--- config.mk ---
export PLATFORM = sky130hd
export DESIGN_NAME = csd_detect
export DESIGN_NICKNAME = d
export VERILOG_FILES = /design/src/verilog/csd_pkg.sv /design/src/verilog/csd_sync.sv /design/src/verilog/csd_fast_table.sv /design/src/verilog/csd_detect.sv
export SDC_FILE = /design/constraint.sdc
export NUM_CORES = 1
export LEC_CHECK = 0
export BUFFER_PORTS_ARGS = -buffer_cell sky130_fd_sc_hd__buf_4
export CORE_MARGIN = 4
export CORE_UTILIZATION = 40
export CTS_CLUSTER_DIAMETER = 60
export DETAILED_ROUTE_END_ITERATION = 7
export GPL_ROUTABILITY_DRIVEN = 0
export SLEW_MARGIN = 20
export SYNTH_ARGS = -nofsm -noshare
export SYNTH_HDL_FRONTEND = slang
export SYNTH_HIERARCHICAL = 1
export SYNTH_SLANG_ARGS = --single-unit
--- constraint.sdc ---
create_clock -name clk -period 1.9 [get_ports clk]
set_input_delay 0.095 -clock clk [delete_from_list [all_inputs] [get_ports clk]]
set_output_delay 0.095 -clock clk [all_outputs]
set_load 0.03 [all_outputs]
--- src/verilog/csd_pkg.sv ---
// Constants shared by the source-detection and input-limit logic.
// Assumes a single 200 MHz clock and analog comparators that deliver coded results.
package csd_pkg;

  localparam longint CLK_HZ = 200000000;

  // Configuration-channel debounce times in milliseconds.
  localparam longint CC_ATTACH_MS = 100;
  localparam longint CC_LEVEL_MS  = 10;
  localparam int unsigned CC_ATTACH_CYCLES = int'((CC_ATTACH_MS * CLK_HZ + 999) / 1000);
  localparam int unsigned CC_LEVEL_CYCLES  = int'((CC_LEVEL_MS * CLK_HZ + 999) / 1000);

  // Advertised level seen on one configuration-channel wire.
  localparam logic [1:0] CC_OPEN    = 2'h0;
  localparam logic [1:0] CC_DEFAULT = 2'h1;
  localparam logic [1:0] CC_1A5     = 2'h2;
  localparam logic [1:0] CC_3A0     = 2'h3;

  // Result codes of the D+/D- signature detector.
  localparam logic [3:0] DP_SDP     = 4'h0;
  localparam logic [3:0] DP_CDP     = 4'h1;
  localparam logic [3:0] DP_DCP     = 4'h2;
  localparam logic [3:0] DP_PA_500  = 4'h3;
  localparam logic [3:0] DP_PA_1A   = 4'h4;
  localparam logic [3:0] DP_PA_2A   = 4'h5;
  localparam logic [3:0] DP_PA_2A4  = 4'h6;
  localparam logic [3:0] DP_PB_2A   = 4'h7;
  localparam logic [3:0] DP_UNKNOWN = 4'h8;
  localparam logic [3:0] DP_DCD_TO  = 4'h9;
  localparam logic [3:0] DP_OPEN    = 4'ha;

  // Input current limits in mA.
  localparam logic [11:0] LIM_500  = 12'h1f4;
  localparam logic [11:0] LIM_1000 = 12'h3e8;
  localparam logic [11:0] LIM_1500 = 12'h5dc;
  localparam logic [11:0] LIM_2000 = 12'h7d0;
  localparam logic [11:0] LIM_2400 = 12'h960;
  localparam logic [11:0] LIM_3000 = 12'hbb8;

  // Fast-charge and top-off steps in mA, index 0 is the smallest resistor.
  localparam int FC_STEPS = 15;
  localparam logic [11:0] FAST_MA [FC_STEPS] = '{
    12'h1f4, 12'h258, 12'h320, 12'h3e8, 12'h4b0, 12'h578, 12'h5dc, 12'h708,
    12'h7d0, 12'h898, 12'h960, 12'h9c4, 12'haf0, 12'hbb8, 12'hc4e};
  localparam logic [7:0] TOPOFF_MA [FC_STEPS] = '{
    8'h32, 8'h32, 8'h32, 8'h32, 8'h32, 8'h4b, 8'h4b, 8'h4b,
    8'h64, 8'h64, 8'h7d, 8'h7d, 8'h7d, 8'h96, 8'h96};
  localparam logic [11:0] FAST_MIN = 12'h1f4;
  localparam logic [11:0] FAST_MAX = 12'hc4e;
  localparam logic [7:0]  TOP_MIN  = 8'h32;
  localparam logic [7:0]  TOP_MAX  = 8'h96;

  typedef enum logic [3:0] {
    ST_UNATTACHED  = 4'h1,
    ST_ATTACH_WAIT = 4'h2,
    ST_ATTACHED    = 4'h4,
    ST_SOURCE      = 4'h8
  } csd_state_t;

endpackage : csd_pkg

--- src/verilog/csd_sync.sv ---
// Two-flop synchroniser bank for pin inputs.
// Assumes each bit is a slow level; multi-bit codes must be qualified by the user.
`timescale 1ns/1ps
module csd_sync #(
  parameter int WIDTH = 1
) (
  input  wire logic             clk,
  input  wire logic             nrst,
  input  wire logic [WIDTH-1:0] d,
  output logic      [WIDTH-1:0] q
);

  genvar i;
  generate
    for (i = 0; i < WIDTH; i++) begin : g_bit
      logic meta_reg;
      logic sync_reg;
      always_ff @(posedge clk) begin
        if (!nrst) begin
          meta_reg <= 1'b0;
          sync_reg <= 1'b0;
        end else begin
          meta_reg <= d[i];
          sync_reg <= meta_reg;
        end
      end
      assign q[i] = sync_reg;
    end
  endgenerate

endmodule : csd_sync

--- src/verilog/csd_fast_table.sv ---
// Maps the fast-charge resistor code to fast-charge and top-off currents.
// Assumes the code comes from a synchronised resistor classifier, 0 to 14.
`timescale 1ns/1ps
module csd_fast_table (
  input  wire logic        clk,
  input  wire logic        nrst,
  input  wire logic [3:0]  code,
  output logic      [11:0] fast_ma,
  output logic      [7:0]  topoff_ma
);

  // An out-of-range code picks the lowest step, the safe choice for a bad resistor.
  logic        code_ok;
  logic [3:0]  idx;
  assign code_ok = (code < 4'(csd_pkg::FC_STEPS));
  assign idx     = code_ok ? code : 4'h0;

  always_ff @(posedge clk) begin
    if (!nrst) begin
      fast_ma   <= csd_pkg::FAST_MIN;
      topoff_ma <= csd_pkg::TOP_MIN;
    end else begin
      fast_ma   <= csd_pkg::FAST_MA[idx];
      topoff_ma <= csd_pkg::TOPOFF_MA[idx];
    end
  end

endmodule : csd_fast_table

--- src/verilog/csd_detect.sv ---
// Source detection, role control and automatic input current limit.
// Assumes analog comparators and the D+/D- detector deliver codes on pins.
// Notes on behaviour
// - Proprietary signature sets limit: family A 500mA/1A/2A/2.4A, family B 2A, others 3A.
// - Configuration channel behaves as a Type-C sink, sequenced by a state machine.
// - In sink mode the input limit follows the advertised configuration-channel current.
// - On attach the machine picks the active configuration-channel line itself.
// - Advertised current is classed as 500mA, 1.5A or 3.0A and applied.
// - A changed advertised level updates the limit with no software action.
// - Source-role enable high removes Rd and connects the 180uA source.
// - Source-role enable high turns on reverse boost, 5.1V/1.5A out.
// - All USB pins unconnected means non-USB supply; limit is 3A.
// - Fast-charge resistor picks one of fifteen steps with a paired top-off.
// - Limit is 500mA before detection; SDP 500mA, CDP or DCP 1.5A.
// - Unknown adapter or contact-detect timeout sets the limit to 3A at most.
// - Input OK pulls low with valid switching input, or during reverse boost.
`timescale 1ns/1ps
module csd_detect #(
  parameter int unsigned ATTACH_CYCLES = csd_pkg::CC_ATTACH_CYCLES,
  parameter int unsigned LEVEL_CYCLES  = csd_pkg::CC_LEVEL_CYCLES
) (
  input  wire logic        clk,
  input  wire logic        nrst,
  input  wire logic        source_role_enable,
  input  wire logic [1:0]  cc1_level_in,
  input  wire logic [1:0]  cc2_level_in,
  input  wire logic        dpdn_done_in,
  input  wire logic [3:0]  dpdn_type_in,
  input  wire logic        vbus_valid_in,
  input  wire logic        buck_switching_in,
  input  wire logic [3:0]  fast_charge_set_pin,
  output logic      [11:0] input_limit_ma,
  output logic      [11:0] fast_charge_ma,
  output logic      [7:0]  topoff_current,
  output logic             attached,
  output logic             active_cc,
  output logic      [1:0]  cc_level,
  output logic             cc1_rd_en,
  output logic             cc2_rd_en,
  output logic             cc1_src_en,
  output logic             cc2_src_en,
  output logic             reverse_boost_en,
  output logic             input_ok_n_out,
  output logic             input_ok_n_oe
);

  logic [15:0] pin_s;
  logic        en_s;
  logic [1:0]  cc1_s;
  logic [1:0]  cc2_s;
  logic        dp_done_s;
  logic [3:0]  dp_type_s;
  logic        vbus_s;
  logic        buck_s;
  logic [3:0]  fc_code_s;

  csd_sync #(
    .WIDTH (16)
  ) u_sync (
    .clk  (clk),
    .nrst (nrst),
    .d    ({source_role_enable, cc1_level_in, cc2_level_in, dpdn_done_in,
            dpdn_type_in, vbus_valid_in, buck_switching_in, fast_charge_set_pin}),
    .q    (pin_s)
  );

  assign {en_s, cc1_s, cc2_s, dp_done_s, dp_type_s, vbus_s, buck_s, fc_code_s} = pin_s;

  csd_fast_table u_fast (
    .clk       (clk),
    .nrst      (nrst),
    .code      (fc_code_s),
    .fast_ma   (fast_charge_ma),
    .topoff_ma (topoff_current)
  );

  csd_pkg::csd_state_t state_reg;
  csd_pkg::csd_state_t state_next;
  logic [31:0] cnt_reg;
  logic [31:0] cnt_next;
  logic [3:0]  pat_reg;
  logic        active_cc_reg;
  logic [1:0]  cc_level_reg;
  logic [11:0] limit_reg;
  logic        ok_reg;

  // Pattern and level decode.
  wire       cc_any      = (cc1_s != csd_pkg::CC_OPEN) || (cc2_s != csd_pkg::CC_OPEN);
  wire       pat_same    = (pat_reg == {cc1_s, cc2_s});
  wire [1:0] act_lvl     = active_cc_reg ? cc2_s : cc1_s;
  wire       lvl_differs = (act_lvl != cc_level_reg);
  wire       attach_done = (cnt_reg >= ATTACH_CYCLES - 32'h1);
  wire       level_done  = (cnt_reg >= LEVEL_CYCLES - 32'h1);
  wire       pick_cc2    = (cc1_s == csd_pkg::CC_OPEN);
  wire       in_source   = (state_reg == csd_pkg::ST_SOURCE);
  wire       in_attached = (state_reg == csd_pkg::ST_ATTACHED);
  wire       lvl_commit  = in_attached && lvl_differs && pat_same && level_done;

  // Sink state machine; the source role overrides every sink state.
  always_comb begin
    state_next = state_reg;
    case (state_reg)
      csd_pkg::ST_UNATTACHED: begin
        if (cc_any) begin
          state_next = csd_pkg::ST_ATTACH_WAIT;
        end
      end
      csd_pkg::ST_ATTACH_WAIT: begin
        if (!cc_any) begin
          state_next = csd_pkg::ST_UNATTACHED;
        end else if (pat_same && attach_done) begin
          state_next = csd_pkg::ST_ATTACHED;
        end
      end
      csd_pkg::ST_ATTACHED: begin
        if (lvl_commit && act_lvl == csd_pkg::CC_OPEN) begin
          state_next = csd_pkg::ST_UNATTACHED;
        end
      end
      csd_pkg::ST_SOURCE: begin
        if (!en_s) begin
          state_next = csd_pkg::ST_UNATTACHED;
        end
      end
      default: state_next = csd_pkg::ST_UNATTACHED;
    endcase
    if (en_s) begin
      state_next = csd_pkg::ST_SOURCE;
    end
  end

  // One counter serves both debounces; it restarts whenever the wires move.
  always_comb begin
    cnt_next = cnt_reg + 32'h1;
    if (state_next != state_reg || !pat_same || (in_attached && !lvl_differs)) begin
      cnt_next = 32'h0;
    end else if (cnt_reg == 32'hffffffff) begin
      cnt_next = cnt_reg;
    end
  end

  // D+/D- result to limit; a code is trusted only while done is high.
  wire [11:0] dp_lim =
    !dp_done_s                      ? csd_pkg::LIM_500  :
    (dp_type_s == csd_pkg::DP_SDP)    ? csd_pkg::LIM_500  :
    (dp_type_s == csd_pkg::DP_CDP)    ? csd_pkg::LIM_1500 :
    (dp_type_s == csd_pkg::DP_DCP)    ? csd_pkg::LIM_1500 :
    (dp_type_s == csd_pkg::DP_PA_500) ? csd_pkg::LIM_500  :
    (dp_type_s == csd_pkg::DP_PA_1A)  ? csd_pkg::LIM_1000 :
    (dp_type_s == csd_pkg::DP_PA_2A)  ? csd_pkg::LIM_2000 :
    (dp_type_s == csd_pkg::DP_PA_2A4) ? csd_pkg::LIM_2400 :
    (dp_type_s == csd_pkg::DP_PB_2A)  ? csd_pkg::LIM_2000 :
    (dp_type_s == csd_pkg::DP_OPEN)   ? csd_pkg::LIM_500  :
                                        csd_pkg::LIM_3000;

  wire [11:0] cc_lim =
    (cc_level_reg == csd_pkg::CC_3A0) ? csd_pkg::LIM_3000 :
    (cc_level_reg == csd_pkg::CC_1A5) ? csd_pkg::LIM_1500 :
                                        csd_pkg::LIM_500;

  // With Type-C default current the D+/D- result may raise the limit.
  wire cc_high   = in_attached && (cc_level_reg == csd_pkg::CC_3A0 ||
                                   cc_level_reg == csd_pkg::CC_1A5);
  wire cc_dflt   = in_attached && !dp_done_s;
  wire non_usb   = !cc_any && dp_done_s && (dp_type_s == csd_pkg::DP_OPEN);
  wire [11:0] limit_next =
    in_source ? csd_pkg::LIM_500  :
    non_usb   ? csd_pkg::LIM_3000 :
    cc_high   ? cc_lim            :
    cc_dflt   ? cc_lim            :
                dp_lim;

  always_ff @(posedge clk) begin
    if (!nrst) begin
      state_reg <= csd_pkg::ST_UNATTACHED;
      cnt_reg   <= 32'h0;
      pat_reg   <= 4'h0;
    end else begin
      state_reg <= state_next;
      cnt_reg   <= cnt_next;
      pat_reg   <= {cc1_s, cc2_s};
    end
  end

  always_ff @(posedge clk) begin
    if (!nrst) begin
      active_cc_reg <= 1'b0;
      cc_level_reg  <= csd_pkg::CC_OPEN;
    end else if (state_reg == csd_pkg::ST_ATTACH_WAIT &&
                 state_next == csd_pkg::ST_ATTACHED) begin
      active_cc_reg <= pick_cc2;
      cc_level_reg  <= pick_cc2 ? cc2_s : cc1_s;
    end else if (lvl_commit) begin
      cc_level_reg  <= act_lvl;
    end else if (state_reg != csd_pkg::ST_ATTACHED) begin
      cc_level_reg  <= csd_pkg::CC_OPEN;
    end
  end

  // Input OK is registered so it never glitches while the host watches it.
  always_ff @(posedge clk) begin
    if (!nrst) begin
      limit_reg <= csd_pkg::LIM_500;
      ok_reg    <= 1'b0;
    end else begin
      limit_reg <= limit_next;
      ok_reg    <= (vbus_s && buck_s) || in_source;
    end
  end

  assign input_limit_ma   = limit_reg;
  assign attached         = in_attached;
  assign active_cc        = active_cc_reg;
  assign cc_level         = cc_level_reg;
  assign cc1_rd_en        = !in_source;
  assign cc2_rd_en        = !in_source;
  assign cc1_src_en       = in_source;
  assign cc2_src_en       = in_source;
  assign reverse_boost_en = in_source;
  assign input_ok_n_out   = 1'b0;
  assign input_ok_n_oe    = ok_reg;
endmodule : csd_detect

==> impl_metrics.ini, run 1 <==
[logic_synthesis]
ys_top_cells_by_area = dfxtp_1 (44%), and2_2 (5.1%), nor2_1 (5.1%)
synth_cells = 526
synth-main-ff-cell = dfxtp_1
synthArstFlopShare_pct = 0
ys_seq_area_share_pct = 43.6
synth.largest_area_cell = dfxtp_1
synth-edff-count = 0
ys_types = 62
yosysWarnings = 6
synth_top_area_share_pct = 43.6
synth_most_common_cell = dfxtp_1
synth_common_cells = dfxtp_1 (103), nor2_1 (64), and2_2 (32)
synth-seq-cells = 103
postSynthAreaPerCell_um2 = 8.99
syn-cell-area_mm2 = 0.00473

[power_and_ir_drop]
p_sw_share_pct = 22.3
internal_power_w = 0.00359
sequentialPowerShare_pct = 48.7
power_density_mw_per_mm2 = 742
pwr-share-clk_pct = 42.5
p_leak_nw = 2.50
pwr-share-comb_pct = 8.9
finalPower_w = 0.00463
switchingPower_w = 0.00103
peakVddDrop_uv = 509

[setup_path]
cp_data_arrival_time_ns = 2.43
r2r-end = cnt_reg[4]
path_cells = buf_4, a211oi_2, o211ai_1, a211o_1, and2_1, a2111o_1, buf_12, nor3_1
critPathLaunchType = register
critPathMaxStageDelay_ns = 0.45
cp_max_fo = 32
critPathKind = reg2reg
ff2ff_setup_slack_ns = -0.25
cp_top_family = compound AO/OA/AOI/OAI gates
path_buf_inv = 2
r2r_start = cnt_reg[12]
slowest_stage = a2111o_1
required_ns = 2.18
worst_r2r_path_depth = 8
cp-end-kind = register

[min_path]
hp-start = nrst
hold_path_depth = 3
min_path_type = in2reg
min_to = state_reg[0]

[route]
wire_per_inst_um = 13.4
vias = 3927
drc = 0
first_pass_iters = 4
vias_per_cell = 5.00
routed_wl_um = 10500
drt_iter0_drc = 191
drtAntennaViolNets = 0

[sta]
fin_crit_sh_pct = 113
post-route-min-period_ns = 2.15
fin_hold_ws_ns = 0.252
slew_violations = 0
fin_skew_ns = 0.0109
setup_slack_ns = -0.250
setup_violations = 33
slew_headroom_pct = 63.1
fin_tns_setup_ns = -5.25
rsz0062_at_grt = yes
fmax_mhz = 465
hold_viol_final = 0
tightest_slew_ns = 0.553

[global_routing]
grt_pass1_wl_um = 17800
grt_max_degree = 50
antenna_found_initial = 0
grt_use_total_pct = 16.4
gr-total-overflow = 0
first_global_vias = 3778

[finish]
multi_input_area_mm2 = 0.00243
layout-drive-gt1-share_pct = 34.1
nets = 662
n_antenna_cell = 0
stdcell_count = 785
area_growth_pct = 31.8
regArea_mm2 = 0.00208
nFillCells = 1003
largest_reg_flops = 32

[placed_design]
hpwl_um = 7320
dp_slack_ns = -0.313
dpl.cell_count = 749
numPortBuffers = 55

[cts]
htree_levels = 3
clk_latency_ns = 0.36
cts_buffers = 9
cts_max_path_buffers = 2
path_clk_slew_ns = 0.07
cts_tree = built
numClockSinks = 103
ctsRootBufferMaster = clkbuf_16

[outcome]
violations = negative setup slack
outcome = complete, but fails checks

[floorplan]
core_area_mm2 = 0.0115
die_w_um = 117
io_pins = 61
die_area_mm2 = 0.0136
start_util_pct = 41.1
chipHeight_um = 117
rows = 39

[flow_run]
max-cap-violations = 0
## worst max path at each step
| stage | depth (start not counted) | slack [ns] | start | endpoint |
|---|---|---|---|---|
| 2_1_floorplan | 8 | -0.07 | u_sync/g_bit[13].sync_reg | cnt_reg[8] |
| 4_1_cts | 7 | -0.24 | u_sync/g_bit[12].sync_reg | cnt_reg[4] |
| 3_5_place_dp | 7 | -0.31 | u_sync/g_bit[12].sync_reg | cnt_reg[4] |
| 5_1_grt | 7 | -0.33 | u_sync/g_bit[14].sync_reg | cnt_reg[4] |
| 6_report | 8 | -0.25 | cnt_reg[12] | cnt_reg[4] |
| 3_3_place_gp | 7 | -0.27 | u_sync/g_bit[12].sync_reg | cnt_reg[4] |
## layout make-up
cell class	instances	area share [%]
timing repair buffer	146	18.7
inverter	18	1.08
clock buffer	11	3.89
multi-input combinational	360	39.0
clock inverter	4	1.12
tap	143	2.87
sequential	103	33.4
## cells by family after synthesis
| logic type | Yosys count | share of synthesized area [%] |
|---|---|---|
| other | 3 | 0.238 |
| buffers and inverters | 65 | 8.41 |
| multiplexers | 9 | 1.96 |
| XOR/XNOR | 36 | 6.66 |
| AND/OR/NAND/NOR | 227 | 26.5 |
| flip-flops | 103 | 43.6 |
| adder cells (fa/ha/maj) | 8 | 2.01 |
| AO/OA/AOI/OAI | 75 | 10.6 |
## power by group through the flow
stage               registers, W  logic, W  clock network (W)
floorplan                0.00231  0.000265                  0
global placement         0.00230  0.000358                  0
detailed placement       0.00230  0.000362                  0
finish                   0.00225  0.000410            0.00197
CTS                      0.00225  0.000399            0.00201
global route             0.00226  0.000451            0.00209
## metrics by stage
step                utilization, %  area, µm²
detailed placement            48.3       5560
finish                        54.2       6240
global route                  54.2       6240
floorplan                        -       4770
global placement              48.3       5560
CTS                           53.5       6160
## cell usage in the layout, fill, tap and decap left out, types with 11 or more instances in the layout
master | netlist | layout
a21oi_1 | 23 | 21
and2_2 | 32 | 32
buf_4 | 27 | 127
dfxtp_1 | 103 | 93
dlygate4sd3_1 | 0 | 16
inv_1 | 18 | 18
nand2_1 | 24 | 24
nand3_1 | 22 | 21
nor2_1 | 64 | 62
nor3_1 | 19 | 17
xnor2_1 | 24 | 24
xor2_1 | 12 | 11
## timing repair
item / CTS / global route
hold buffers: 16 / 0
gates resized for setup: 26 / 12
endpoints found under the hold margin: 16 / 0
pin swaps: 4 / 6
buffers inserted: 2 / 4
setup endpoints to repair: 37 / 37
## worst min-delay path, cell delays in order
cell and delay [ns]:
buf_4 0.12, buf_4 0.24, o21ai_1 0.11
## layer usage
layer	global-route usage (%)	part of all wire [%]	vias up
met4	7.19	2.4	0
met3	4.46	4.5	16
met5	0	0	-
met2	26.1	47	83
li1	-	-	1991
met1	20.9	46	1837
Power figures use the tool's default switching activity.
==> run 2: changes to the inputs <==
==> constraint.sdc (replaced) <==
create_clock -name clk -period 1.9 [get_ports clk]
set_input_delay 0.38 -clock clk [delete_from_list [all_inputs] [get_ports clk]]
set_output_delay 0.38 -clock clk [all_outputs]
set_load 0.03 [all_outputs]
==> run 2 against run 1 <==
Effect of this change:
- core utilization fell by 1.4 points
- die area did not move
- register-to-register slack got worse by 0.03 ns
- clock power fell by 3%
- sequential power barely moved
- the flow still finishes with violations (negative setup slack)
- global-route usage fell by 0.42 points
- design area fell by 2.5%
- via count fell by 2.6%
==> impl_metrics.ini, run 2 (synthesis results as in run 1) <==
[outcome]
outcome = complete, but fails checks
violations = negative setup slack

[global_routing]
grt_max_degree = 33
first_global_vias = 3737
grt_use_total_pct = 16.0
gr-total-overflow = 0
antenna_found_initial = 0
grt_pass1_wl_um = 17200

[setup_path]
cp_data_arrival_time_ns = 2.46
path_buf_inv = 2
cp_max_fo = 32
r2r_start = u_sync/g_bit[12].sync_reg
critPathMaxStageDelay_ns = 0.39
cp-endpoint = cnt_reg[4]
path_cells = buf_12, mux2i_1, xnor2_1, nor2_1, a221o_1, a2111o_1, buf_12, nor3_2
critPathLaunchType = register
r2r-end = cnt_reg[4]
ff2ff_setup_slack_ns = -0.28
critPathKind = reg2reg
cp_top_family = compound AO/OA/AOI/OAI gates
crit_path_frequent_cell = buf_12
path_depth = 8
cp-end-kind = register
slowest_stage = a2111o_1
required_ns = 2.18
startpoint = u_sync/g_bit[12].sync_reg
worst_r2r_path_depth = 8

[sta]
rsz0062_at_grt = yes
hold_viol_final = 0
slew_violations = 0
post-route-min-period_ns = 2.18
tightest_slew_ns = 0.561
slew_headroom_pct = 62.6
setup_slack_ns = -0.283
fmax_mhz = 458
fin_skew_ns = 0.0119
fin_crit_sh_pct = 115
setup_violations = 34

[placed_design]
hpwl_um = 7450
numPortBuffers = 55
dp_slack_ns = -0.340

[floorplan]
die_w_um = 117
io_pins = 61
chipHeight_um = 117
core_area_mm2 = 0.0115
rows = 39
die_area_mm2 = 0.0136
start_util_pct = 41.1

[route]
vias = 3824
wire_per_inst_um = 13.4
first_pass_iters = 4
drt_iter0_drc = 197
routed_wl_um = 10300
drc = 0
drtAntennaViolNets = 0
vias_per_cell = 4.96

[finish]
layout-drive-gt1-share_pct = 35.0
mostFrequentLayoutCells = buf_4 (128), dfxtp_1 (96), nor2_1 (61), and2_2 (32)
nFillCells = 1081
nets = 647
final_util_pct = 52.8
largest_reg_flops = 32
area_growth_pct = 28.5
n_antenna_cell = 0
mostFrequentLayoutCell = buf_4

[cts]
ctsHoldBuffers = 0
cts_tree = built
numClockSinks = 103
cts_buffers = 9
clk_latency_ns = 0.36
cts_max_path_buffers = 2
htree_levels = 3
ctsRootBufferMaster = clkbuf_16
path_clk_slew_ns = 0.08

[power_and_ir_drop]
p_leak_nw = 2.45
peakVddDrop_uv = 727
power_density_mw_per_mm2 = 749

[min_path]
min_path_type = in2reg

[flow_run]
max-cap-violations = 0
run 2: changes by cell type in the layout (fill, tap and decap cells not counted), moves of 2 or more:
cell           before  now
dlygate4sd3_1      16    0
dfxtp_1            93   96
dfxtp_2             7    4
inv_6               0    3
inv_8               0    2
run 2: final cells by class:
cell class | count | area (µm²) | share of cell area (%)
multi-input combinational | 360 | 2440 | 40.1
timing repair buffer | 131 | 1010 | 16.5
clock inverter | 7 | 83.8 | 1.38
inverter | 18 | 67.6 | 1.11
tap | 143 | 179 | 2.94
sequential | 103 | 2080 | 34.2
clock buffer | 9 | 225 | 3.70
run 2: worst min-delay path by stage:
| stage | cells past startpoint | startpoint | slack [ns] | endpoint |
|---|---|---|---|---|
| after detailed placement | 1 | u_sync/g_bit[8].meta_reg | 0.43 | u_sync/g_bit[8].sync_reg |
| final | 2 | fast_charge_set_pin[0] | 0.23 | u_sync/g_bit[0].meta_reg |
| after floorplan | 1 | u_sync/g_bit[0].meta_reg | 0.43 | u_sync/g_bit[0].sync_reg |
| after global placement | 1 | u_sync/g_bit[0].meta_reg | 0.43 | u_sync/g_bit[0].sync_reg |
| after CTS | 2 | fast_charge_set_pin[0] | 0.23 | u_sync/g_bit[0].meta_reg |
| after global routing | 2 | source_role_enable | 0.22 | u_sync/g_bit[15].meta_reg |
run 2: layer usage:
metal / track usage [%] / vias up / routed length, µm
met3: 5.70 / 14 / 484
met1: 19.6 / 1780 / 4640
li1: - / 1961 / -
met4: 5.05 / 0 / 176
met2: 26.3 / 69 / 5020
met5: 0 / - / 0
run 2: metrics by stage:
step	total power, W	cell area [µm²]	instances	hold slack, ns	setup TNS (ns)
after floorplan	0.00257	4770	528	0.426	-2.16
after global placement	0.00266	5570	750	0.428	-6.95
after detailed placement	0.00267	5570	750	0.433	-9.14
after CTS	0.00460	5960	767	0.226	-5.98
after global routing	0.00475	6080	771	0.222	-10.78
final	0.00455	6080	771	0.232	-6.85
run 2: where the power goes:
part / leakage, nW / internal (W) / switching (W)
Combinational: 1.46 / 0.000184 / 0.000202
Sequential: 0.844 / 0.00221 / 0.0000398
Clock: 0.155 / 0.00105 / 0.000864
run 2: timing repair:
| item | 4_1_cts | 5_1_grt |
|---|---|---|
| gates resized for setup | 18 | 20 |
| pin swaps | 2 | 4 |
| cloned | 0 | 1 |
| buffers inserted | 1 | 4 |
| endpoints found under the setup margin | 37 | 41 |
